==> src/core/dsr_pkg.sv <==
// Shared constants and types for the two-phase dynamic shift register.
// Assumes a single core clock of 20 MHz; all times are turned into cycles here.
package dsr_pkg;

  // ----------------------------------------------------------------------
  // Geometry
  // ----------------------------------------------------------------------
  localparam int TOTAL_BITS = 2048;
  localparam int DUAL_LEN = 1024;
  localparam int NUM_LANES = 2;
  localparam int BUF_DEPTH = 2;

  // ----------------------------------------------------------------------
  // Timing
  // ----------------------------------------------------------------------
  localparam int CLK_PERIOD_NS = 50;
  localparam int PHASE_START_MIN_NS = 165;
  localparam int PHASE_START_MIN_CYC = (PHASE_START_MIN_NS + CLK_PERIOD_NS - 1) / CLK_PERIOD_NS;
  localparam int PHASE_GAP_MIN_NS = 10;
  localparam int PHASE_GAP_RAW_CYC = (PHASE_GAP_MIN_NS + CLK_PERIOD_NS - 1) / CLK_PERIOD_NS;
  localparam int PHASE_GAP_MIN_CYC = (PHASE_GAP_RAW_CYC < 1) ? 1 : PHASE_GAP_RAW_CYC;

  // ----------------------------------------------------------------------
  // Reset values
  // ----------------------------------------------------------------------
  localparam logic [1:0] LANE_RESET = 2'h0;
  localparam logic [1:0] COUNT_RESET = 2'h0;

  // ----------------------------------------------------------------------
  // Types
  // ----------------------------------------------------------------------
  typedef enum int {
    DUAL_RECIRC = 0,
    DUAL_SELECT = 1,
    SINGLE_RECIRC = 2
  } variant_t;

  typedef enum logic [1:0] {
    ST_IDLE = 2'h0,
    ST_MOVE = 2'h1
  } shift_state_t;

endpackage

==> src/core/dsr_store_if.sv <==
// Port bundle between the shift control and its bit store.
// Assumes the store answers a read one clock after the request.
`timescale 1ns/1ps
interface dsr_store_if #(
  parameter int AW = 10,
  parameter int DW = 2
);
  logic rd_en;
  logic [AW-1:0] rd_addr;
  logic [DW-1:0] rd_data;
  logic wr_en;
  logic [AW-1:0] wr_addr;
  logic [DW-1:0] wr_data;

  modport ctrl (
    output rd_en,
    output rd_addr,
    input rd_data,
    output wr_en,
    output wr_addr,
    output wr_data
  );

  modport store (
    input rd_en,
    input rd_addr,
    output rd_data,
    input wr_en,
    input wr_addr,
    input wr_data
  );
endinterface

==> src/core/dual_phase_dynamic_shift_register.sv <==
// Two-phase dynamic serial shift register: two 1024-position lanes or one
// 2048-position lane, each made of two interleaved halves.
// Assumes phase inputs are synchronous to core_clk and pulse-starts are at
// least two core cycles apart.
`timescale 1ns/1ps
module dual_phase_dynamic_shift_register #(
  parameter dsr_pkg::variant_t VARIANT = dsr_pkg::DUAL_RECIRC
) (
  input wire logic core_clk,
  input wire logic reset,
  input wire logic phase_1,
  input wire logic phase_2,
  input wire logic load_control,
  input wire logic [1:0] input_choice,
  input wire logic [1:0] data_in_first,
  input wire logic [1:0] data_in_second,
  output logic [1:0] data_out,
  output logic shift_ready,
  output logic out_valid,
  input wire logic out_ready,
  output logic [1:0] out_data
);
  import dsr_pkg::*;

  localparam int LEN = (VARIANT == SINGLE_RECIRC) ? TOTAL_BITS : DUAL_LEN;
  localparam int AW = $clog2(LEN);
  localparam int PW = AW - 1;
  localparam int LANES = (VARIANT == SINGLE_RECIRC) ? 1 : NUM_LANES;

  dsr_store_if #(.AW(AW), .DW(NUM_LANES)) mem_bus ();

  dsr_store #(.DEPTH(LEN), .DW(NUM_LANES)) u_store (
    .core_clk(core_clk),
    .reset(reset),
    .port_s(mem_bus.store)
  );

  // ----------------------------------------------------------------------
  // Phase pulse detection
  // ----------------------------------------------------------------------
  logic ph1_prev_ff;
  logic ph2_prev_ff;
  logic ph1_start;
  logic ph2_start;
  logic take;
  shift_state_t state_ff;
  logic [1:0] buf_cnt_ff;

  always_ff @(posedge core_clk or posedge reset) begin
    if (reset) begin
      ph1_prev_ff <= 1'b0;
      ph2_prev_ff <= 1'b0;
    end else begin
      ph1_prev_ff <= phase_1;
      ph2_prev_ff <= phase_2;
    end
  end

  assign ph1_start = phase_1 & ~ph1_prev_ff;
  assign ph2_start = phase_2 & ~ph2_prev_ff;
  // A pulse start while the buffer is full or a move is in flight is refused.
  assign shift_ready = (state_ff == ST_IDLE) && (buf_cnt_ff < 2'(BUF_DEPTH));
  assign take = (ph1_start | ph2_start) & shift_ready;

  // ----------------------------------------------------------------------
  // Master stage: inputs caught at the pulse start
  // ----------------------------------------------------------------------
  logic half_ff;
  logic lc_ff;
  logic [1:0] sel_ff;
  logic [1:0] din1_ff;
  logic [1:0] din2_ff;
  logic [PW-1:0] ptr_ff [2];

  always_ff @(posedge core_clk or posedge reset) begin
    if (reset) begin
      half_ff <= 1'b0;
      lc_ff <= 1'b0;
      sel_ff <= LANE_RESET;
      din1_ff <= LANE_RESET;
      din2_ff <= LANE_RESET;
    end else if (take) begin
      // Phase one wins if both starts coincide; that overlap is illegal anyway.
      half_ff <= ~ph1_start;
      lc_ff <= load_control;
      sel_ff <= input_choice;
      din1_ff <= data_in_first;
      din2_ff <= data_in_second;
    end
  end

  always_ff @(posedge core_clk or posedge reset) begin
    if (reset) begin
      state_ff <= ST_IDLE;
    end else begin
      case (state_ff)
        ST_IDLE: begin
          if (take) begin
            state_ff <= ST_MOVE;
          end
        end
        ST_MOVE: begin
          state_ff <= ST_IDLE;
        end
        default: begin
          state_ff <= ST_IDLE;
        end
      endcase
    end
  end

  // The read is issued with the pulse start so the oldest bit of the half
  // arrives in ST_MOVE, where the slave write happens in the same slot.
  assign mem_bus.rd_en = take;
  assign mem_bus.rd_addr = {~ph1_start, ph1_start ? ptr_ff[0] : ptr_ff[1]};
  assign mem_bus.wr_en = (state_ff == ST_MOVE);
  assign mem_bus.wr_addr = {half_ff, ptr_ff[half_ff]};

  // ----------------------------------------------------------------------
  // Entered bit per lane
  // ----------------------------------------------------------------------
  logic [1:0] entered;

  for (genvar r = 0; r < NUM_LANES; r++) begin : g_lane
    if (r >= LANES) begin : g_unused
      assign entered[r] = 1'b0;
    end else if (VARIANT == DUAL_SELECT) begin : g_sel
      assign entered[r] = sel_ff[r] ? din2_ff[r] : din1_ff[r];
    end else begin : g_recirc
      assign entered[r] = lc_ff ? mem_bus.rd_data[r] : din1_ff[r];
    end
  end

  assign mem_bus.wr_data = entered;

  always_ff @(posedge core_clk or posedge reset) begin
    if (reset) begin
      ptr_ff[0] <= '0;
      ptr_ff[1] <= '0;
    end else if (state_ff == ST_MOVE) begin
      // Each half is a ring of LEN/2 slots; the pointer wraps by width.
      ptr_ff[half_ff] <= ptr_ff[half_ff] + 1'b1;
    end
  end

  // ----------------------------------------------------------------------
  // Last stage and output buffer
  // ----------------------------------------------------------------------
  logic [1:0] data_out_ff;
  logic [1:0] buf_mem_ff [BUF_DEPTH];
  logic buf_wp_ff;
  logic buf_rp_ff;
  logic push;
  logic pop;

  always_ff @(posedge core_clk or posedge reset) begin
    if (reset) begin
      data_out_ff <= LANE_RESET;
    end else if (state_ff == ST_MOVE) begin
      data_out_ff <= mem_bus.rd_data;
    end
  end

  assign data_out = data_out_ff;
  assign push = (state_ff == ST_MOVE);
  assign pop = out_valid & out_ready;

  always_ff @(posedge core_clk or posedge reset) begin
    if (reset) begin
      buf_mem_ff[0] <= LANE_RESET;
      buf_mem_ff[1] <= LANE_RESET;
      buf_wp_ff <= 1'b0;
    end else if (push) begin
      buf_mem_ff[buf_wp_ff] <= mem_bus.rd_data;
      buf_wp_ff <= ~buf_wp_ff;
    end
  end

  always_ff @(posedge core_clk or posedge reset) begin
    if (reset) begin
      buf_rp_ff <= 1'b0;
      buf_cnt_ff <= COUNT_RESET;
    end else begin
      if (pop) begin
        buf_rp_ff <= ~buf_rp_ff;
      end
      buf_cnt_ff <= buf_cnt_ff + 2'(push) - 2'(pop);
    end
  end

  assign out_valid = (buf_cnt_ff != COUNT_RESET);
  assign out_data = buf_mem_ff[buf_rp_ff];
endmodule

==> src/core/dsr_store.sv <==
// Bit store for the shift register cells, one word per position of each lane.
// Assumes the controller never reads and writes the same word in one cycle.
`timescale 1ns/1ps
module dsr_store #(
  parameter int DEPTH = 1024,
  parameter int DW = 2
) (
  input wire logic core_clk,
  input wire logic reset,
  dsr_store_if.store port_s
);
  import dsr_pkg::*;

  logic [DW-1:0] cell_mem [DEPTH];
  logic [DW-1:0] rd_data_ff;

  // ----------------------------------------------------------------------
  // Storage array
  // ----------------------------------------------------------------------
  // The array has no reset: like the charge it models, its content is
  // undefined until the first full pass of data.
  always_ff @(posedge core_clk) begin
    if (port_s.wr_en) begin
      cell_mem[port_s.wr_addr] <= port_s.wr_data;
    end
  end

  always_ff @(posedge core_clk or posedge reset) begin
    if (reset) begin
      rd_data_ff <= '0;
    end else if (port_s.rd_en) begin
      rd_data_ff <= cell_mem[port_s.rd_addr];
    end
  end

  assign port_s.rd_data = rd_data_ff;

endmodule

==> config.mk <==
export PLATFORM = sky130hd
export DESIGN_NAME = dual_phase_dynamic_shift_register
export DESIGN_NICKNAME = d
export VERILOG_FILES = /design/src/core/dsr_pkg.sv /design/src/core/dsr_store_if.sv /design/src/core/dual_phase_dynamic_shift_register.sv /design/src/core/dsr_store.sv
export SDC_FILE = /design/constraint.sdc
export NUM_CORES = 2
export LEC_CHECK = 0
export ABC_AREA = 1
export BUFFER_PORTS_ARGS = -buffer_cell sky130_fd_sc_hd__clkbuf_2
export CAP_MARGIN = 10
export CORE_MARGIN = 2
export CORE_UTILIZATION = 60
export CTS_CLUSTER_DIAMETER = 60
export DETAILED_ROUTE_END_ITERATION = 6
export GPL_TIMING_DRIVEN = 1
export PLACE_DENSITY = 0.76
export SETUP_SLACK_MARGIN = 0.05
export SLEW_MARGIN = 20
export SYNTH_ARGS = -nofsm -noshare
export SYNTH_HDL_FRONTEND = slang
export SYNTH_HIERARCHICAL = 1
export SYNTH_SLANG_ARGS = --single-unit
==> constraint.sdc <==
create_clock -name core_clk -period 58.9 [get_ports core_clk]
set_input_delay 2.945 -clock core_clk [delete_from_list [all_inputs] [get_ports core_clk]]
set_output_delay 2.945 -clock core_clk [all_outputs]
set_load 0.1 [all_outputs]
* Word level (Yosys, flattened, before mapping)
Memory sizes are Yosys's and may differ from the RTL's. A register that Yosys moved wholly into a read port is not among the register bits.
Cells that the tools add are included.
** Operators by class
- Bitwise gates (word level) :: 13
- Eq/ne operators :: 2
- Order comparisons :: 6
- Reductions and logical operators :: 5
- Mux-type cells :: 19
- Add/subtract/negate cells :: 3
** Operators with widths (count)
- $mux 9 :: 5
- $bwmux 18 :: 1
- $mux 2 :: 6
- $add 9x1->9 const B :: 1
- $demux 9 s1 :: 1
- $ge 2x2->1 const B :: 3
- $not 1->2 :: 3
- $not 1->1 :: 5
- $and 1x1->1 :: 4
- $bwmux 4 :: 1
- $lt 2x1->1 const B :: 2
- $mux 1 :: 4
- $logic_and 1x1->1 :: 3
- $add 2x1->2 :: 1
- $demux 2 s1 :: 1
- $eq 2x1->1 const B :: 1
- $logic_not 2->1 :: 1
- $lt 2x2->1 const B :: 1
- $ne 2x2->1 const B :: 1
- $reduce_bool 2->1 :: 1
- $sub 2x1->2 :: 1
- $or 1x1->1 :: 1
** Storage, ports and cells
- Word-level logic and storage cells :: 63
- Register bits :: 36
- Memory bits (writable) :: 2048
- Memories kept :: 1
- Bits of input ports :: 12
** Memory list
- u_store.cell_mem :: depth 1024, width 2, rd ports 1, clocked after Yosys merged registers in 1, wr ports 1, RTL line dsr_store.sv:14 : logic [DW-1:0] cell_mem [DEPTH];

* Logic depth before layout (Yosys ltp)
- Depth in word-level cells :: 6
- Depth in mapped cells :: 20

* Cells and area by module
Netlist, hierarchy kept.
** By module, submodules not included
- dsr_store :: area each 87027.2 µm², instances 1, cells each 7978
- dual_phase_dynamic_shift_register :: area each 1810.5 µm², instances 1, cells each 229

* Least setup slack after synthesis
Ideal clock, no wire load.
- Kind :: register -> register
- Start :: register lc_ff
- End :: memory u_store.cell_mem[0][1] (data pin)
- Setup slack :: 25.569 ns
- Data required time :: 53.218 ns
- Stages on the path, launching flop included :: 3
- Arrival time :: 27.649 ns
- Setup time :: 5.682 ns
- Path through :: dfrtp_1 > nor2_1 > a21oi_1
** On the way
- Longest elaborated chain between the ends :: 1
** RTL lines
- start, declared :: RTL line dual_phase_dynamic_shift_register.sv:69 : logic lc_ff;
- start signal, assigned :: RTL line dual_phase_dynamic_shift_register.sv:85 : lc_ff <= load_control;
- $mux 1 :: RTL line dual_phase_dynamic_shift_register.sv:130 : assign entered[r] = lc_ff ? mem_bus.rd_data[r] : din1_ff[r];
- via entered[1] :: RTL line dual_phase_dynamic_shift_register.sv:122 : logic [1:0] entered;
- end, declared :: RTL line dsr_store.sv:14
The timed path passes the listed nets, and every way through them passes these cells.

* Worst setup path after layout
- Start :: input phase_1
- End :: register u_store.rd_data_ff[1] (netlist: u_store/port_s.rd_data[1]) (read register of u_store.cell_mem)
** RTL lines
- start, declared :: RTL line dual_phase_dynamic_shift_register.sv:11 : input wire logic phase_1,
- $and 1x1->1 :: RTL line dual_phase_dynamic_shift_register.sv:59 : assign ph1_start = phase_1 & ~ph1_prev_ff;
- $mux 9 :: RTL line dual_phase_dynamic_shift_register.sv:115 : assign mem_bus.rd_addr = {~ph1_start, ph1_start ? ptr_ff[0] : ptr_ff[1]};
- via mem_bus.rd_addr[0] :: RTL line dsr_store_if.sv:9 : logic [AW-1:0] rd_addr;
- end, declared :: RTL line dsr_store.sv:15 : logic [DW-1:0] rd_data_ff;
The timed path passes the listed nets, and every way through them passes these cells.
A chain may end at the register's enable or synchronous reset.

==> out/summary.md <==
### Pwr
• **fraction of power consumed by the clock network** 0.267
• **overall power consumption** 4.71 mW
• **sequential group share of total power** 0.421
• **sw power** 1.69 mW
• **Net Sw Frac** 0.360
• **areal power density over the cells** 49.1 nW/µm²
• **peak supply drop** 0.0000561 V
• **internal power of the cells** 3.01 mW
• **share of power burned in combinational logic** 0.313
• **standby leakage power** 32.5 nW

### Synthesis
• **total of flip-flops plus latches after synthesis** 2085
• **top cell type's share of synthesized area** 0.692
• **most used standard cells in the synthesized netlist** 2203 x sky130_fd_sc_hd__nand2_1, 2066 x sky130_fd_sc_hd__nand3_1, 2048 x sky130_fd_sc_hd__edfxtp_1
• **cell type with the highest aggregate area in the netlist** sky130_fd_sc_hd__edfxtp_1
• **fraction of registers with async set or reset after synthesis** 0.0177
• **Post-Synthesis Cells** 8207
• **largest cells by area after synthesis** sky130_fd_sc_hd__edfxtp_1 69%, sky130_fd_sc_hd__nand3_1 12%, sky130_fd_sc_hd__nand2_1 9.3%
• **number of synthesized flops with an enable pin** 2048
• **number of nets produced by synthesis** 8222
• **part of the Yosys area used for sequential elements** 0.703
• **most common cell in the netlist** sky130_fd_sc_hd__nand2_1
• **mean instance size in the synthesized netlist** 10.8 µm²
• **area of the mapped netlist** 88800 µm²
• **number of warnings printed during yosys synthesis** 6
• **top_reg_cell synth** sky130_fd_sc_hd__edfxtp_1
• **count of different cell masters after synthesis** 28

### STA
• **final worst path period share** 0.141
• **time the final worst path needs with I/O delays and setup** 8.29 ns
• **total of endpoints with negative setup slack in the final report** 0
• **Highest Clock Rate** 121 MHz
• **setup total negative slack** 0 ns
• **Final Hold Fails** 0
• **Final Slew Violations** 0
• **Least-Margin Pin Slew** 1.26 ns
• **clock tree skew after final layout** 0.0315 ns
• **unrepaired setup endpoints after global routing** false
• **worst relative slew slack** 0.163
• **WHS** 0.486 ns

### Cells and area
• **number of nets in the layout** 7903
• **synthesis-to-finish area growth** 7.95%
• **layout cell share with drive strength beyond 1** 0.0594
• **post-layout util** 0.651
• **FILL cells** 10700

### Global route
• **first-pass GRT wire length** 351000 µm
• **vias in the first global route** 60400
• **antenna violations before repair** 3
• **global route total overflow** 0
• **global router's overall resource usage** 0.309
• **pin count of the biggest net entering global routing** 232

### Die
• **area of the core** 147000 µm²
• **Starting Density** 0.603
• **I/O pins** 18
• **Die Span X** 389 µm
• **die area** 151000 µm²
• **num rows** 141
• **vertical die dimension** 389 µm

### Routing
• **total number of vias** 62500
• **1st-iter DRT viols** 9063
• **total wire length after detailed routing** 236000 µm
• **ANT nets after route** 0
• **number of optimization iterations in the first detailed-route pass** 7
• **final routed wire length divided by cell count** 23.6 µm
• **post-detailed-route DRC marker count** 0
• **per-cell via count in the routed design** 6.26

### Placed design
• **Port Buf Inserts** 13
• **Detailed Place HPWL** 117000 µm
• **gpl congestion** 0.848

### Worst setup path
• **setup slack on the worst flop-to-flop path** 52.48 ns
• **number of cells traversed by the worst register-to-register path** 20
• **CP cell instances** clkbuf_2, nand2_1, buf_4, mux2_8, inv_16, buf_4, buf_4, buf_4, nand2_1, nand3_1, nand3_1, nand3_1, nand3_1, nand3_1, nand3_1, nand3_1, nand3_1, nand3_1, nand3_1, nand2_1
• **Slowest Stage Delay on Critical Path** 0.85 ns
• **Critical Setup Path Class** input port to flip-flop
• **most prevalent standard cell on the critical path** sky130_fd_sc_hd__nand3_1
• **worst-path cell with the longest stage delay** sky130_fd_sc_hd__buf_4
• **worst setup path end** u_store/port_s.rd_data[1]
• **nature of the critical path startpoint** input port
• **crit end category** flip-flop
• **Critical Path RT** 59.66 ns
• **critical-path maximum fanout** 225
• **startpoint of the most critical register-to-register path** ph1_prev_ff
• **endpoint of the worst register-to-register path** u_store/port_s.rd_data[1]
• **crit path DAT** 9.05 ns
• **Critical Path Source** phase_1

### Clock network
• **Skew-Pair Late Insertion Delay** 0.82 ns
• **worst-case clock buffer depth** 3
• **TritonCTS clock tree** built
• **cts repair resizes** 0
• **number of buffers inserted by hold repair at cts** 0
• **CTS clock-pin slew for the worst setup and hold paths** 0.06 ns
• **Inserted Clock Buffers** 202
• **root buffer cell** sky130_fd_sc_hd__clkbuf_16
• **number of setup buffers added after CTS** 0
• **number of levels the H-tree was split into** 4
• **clock sinks** 2085

### Worst hold path
• **Hold/Removal Path Class** flip-flop to flip-flop

### Run
• **number of maximum-capacitance constraint violations** 0

### Run status
• **status** finished, final reports clean

area by class of cell:
class,count,area [µm²],area share
inverters,73,312,0.00325
repair buffers,126,1050,0.0109
diodes,1,2.50,0.0000261
well taps,1930,2410,0.0252
clock inverters,101,931,0.00971
flip-flops and latches,2085,62400,0.651
multi-input cells,5400,23300,0.243
clock buffers,266,5440,0.0568
power by group through the flow:
stage / Sequential [mW] / Clock, mW / Combinational (mW)
after CTS: 1.98 / 1.26 / 1.44
after detailed placement: 2.01 / 0 / 1.43
after global routing: 1.98 / 1.32 / 1.60
after floorplan: 2.61 / 0 / 0.999
final: 1.98 / 1.26 / 1.47
after global placement: 2.01 / 0 / 1.40
logic make-up (layout without fill, tap and decap cells):
| group | Yosys count | count (layout) | share of synthesized area |
|---|---|---|---|
| buffers and inverters | 722 | 566 | 0.0375 |
| flip-flops | 2085 | 2085 | 0.703 |
| other | 0 | 1 | 0 |
| AND/OR/NAND/NOR | 5361 | 5361 | 0.257 |
| multiplexers | 5 | 5 | 0.000634 |
| XOR/XNOR | 3 | 3 | 0.000296 |
| adder cells (fa/ha/maj) | 3 | 3 | 0.000423 |
| AO/OA/AOI/OAI | 28 | 28 | 0.00168 |
flip-flops by register name, indices dropped and copies added, names as in the netlist:
register	flops
buf_cnt_ff	2
half_ff	1
buf_mem_ff	4
u_store/port_s.rd_data	2
state_ff	1
lc_ff	1
din1_ff	2
ph1_prev_ff	1
ptr_ff	18
u_store/cell_mem	2048
buf_rp_ff	1
buf_wp_ff	1
ph2_prev_ff	1
data_out	2
routing by layer:
metal  part of all wire  global-route usage
met5           0.000097                   0
met4              0.054               0.159
met3               0.12              0.0635
met2               0.47               0.497
met1               0.35               0.401
critical path: cells and delay by family:
kind	cells	cell delay, ns
and+or+nand+nor	13	2.03
muxes	1	0.64
buffers and inverters	6	3.19
stage by stage:
stage,std cells,cell area (µm²),worst slack [ns]
2_1_floorplan,8207,88800,25.57
6_report,9982,95900,50.61
4_1_cts,9980,95800,50.84
3_3_place_gp,9611,89400,50.10
5_1_grt,9981,95900,50.43
3_5_place_dp,9613,89500,49.94
worst min-delay path by stage:
| stage | from | endpoint | slack [ns] | cells after the start |
|---|---|---|---|---|
| 3_5_place_dp | din1_ff[0] | din1_ff[0] | 0.47 | 2 |
| 3_3_place_gp | din1_ff[1] | din1_ff[1] | 0.46 | 2 |
| 2_1_floorplan | u_store/port_s.rd_data[0] | u_store/port_s.rd_data[0] | 0.45 | 2 |
| 6_report | ptr_ff[17] | ptr_ff[17] | 0.49 | 2 |
| 5_1_grt | ptr_ff[17] | ptr_ff[17] | 0.50 | 2 |
| 4_1_cts | ptr_ff[17] | ptr_ff[17] | 0.49 | 2 |
cell usage in the layout (no fill, tap or decap), types with 2 or more instances in the layout:
cell	n
sky130_fd_sc_hd__xnor2_1	2
sky130_fd_sc_hd__nand4_1	7
sky130_fd_sc_hd__nor3_1	21
sky130_fd_sc_hd__nor2_1	1046
sky130_fd_sc_hd__ha_1	3
sky130_fd_sc_hd__o21ai_0	19
sky130_fd_sc_hd__clkinv_4	2
sky130_fd_sc_hd__clkinv_1	43
sky130_fd_sc_hd__clkinvlp_4	2
sky130_fd_sc_hd__nand2_4	3
sky130_fd_sc_hd__clkinv_8	5
sky130_fd_sc_hd__buf_12	10
sky130_fd_sc_hd__dfrtp_1	36
sky130_fd_sc_hd__nor2_2	4
sky130_fd_sc_hd__nand3_4	3
sky130_fd_sc_hd__nor3_2	3
sky130_fd_sc_hd__inv_6	3
sky130_fd_sc_hd__buf_4	100
sky130_fd_sc_hd__inv_2	2
sky130_fd_sc_hd__clkinv_2	34
sky130_fd_sc_hd__nand3_1	2063
sky130_fd_sc_hd__a21oi_4	2
sky130_fd_sc_hd__mux2_8	2
sky130_fd_sc_hd__o21ai_4	3
sky130_fd_sc_hd__inv_1	64
sky130_fd_sc_hd__mux2_2	3
sky130_fd_sc_hd__buf_6	3
sky130_fd_sc_hd__bufinv_16	16
sky130_fd_sc_hd__clkbuf_1	57
sky130_fd_sc_hd__nand2_1	2160
sky130_fd_sc_hd__inv_8	2
sky130_fd_sc_hd__nand2_2	48
sky130_fd_sc_hd__clkbuf_16	209
sky130_fd_sc_hd__clkbuf_2	13
sky130_fd_sc_hd__a21oi_1	2
sky130_fd_sc_hd__or2_2	3
sky130_fd_sc_hd__edfxtp_1	2048
No activity file was read; power rests on OpenSTA's default activity.
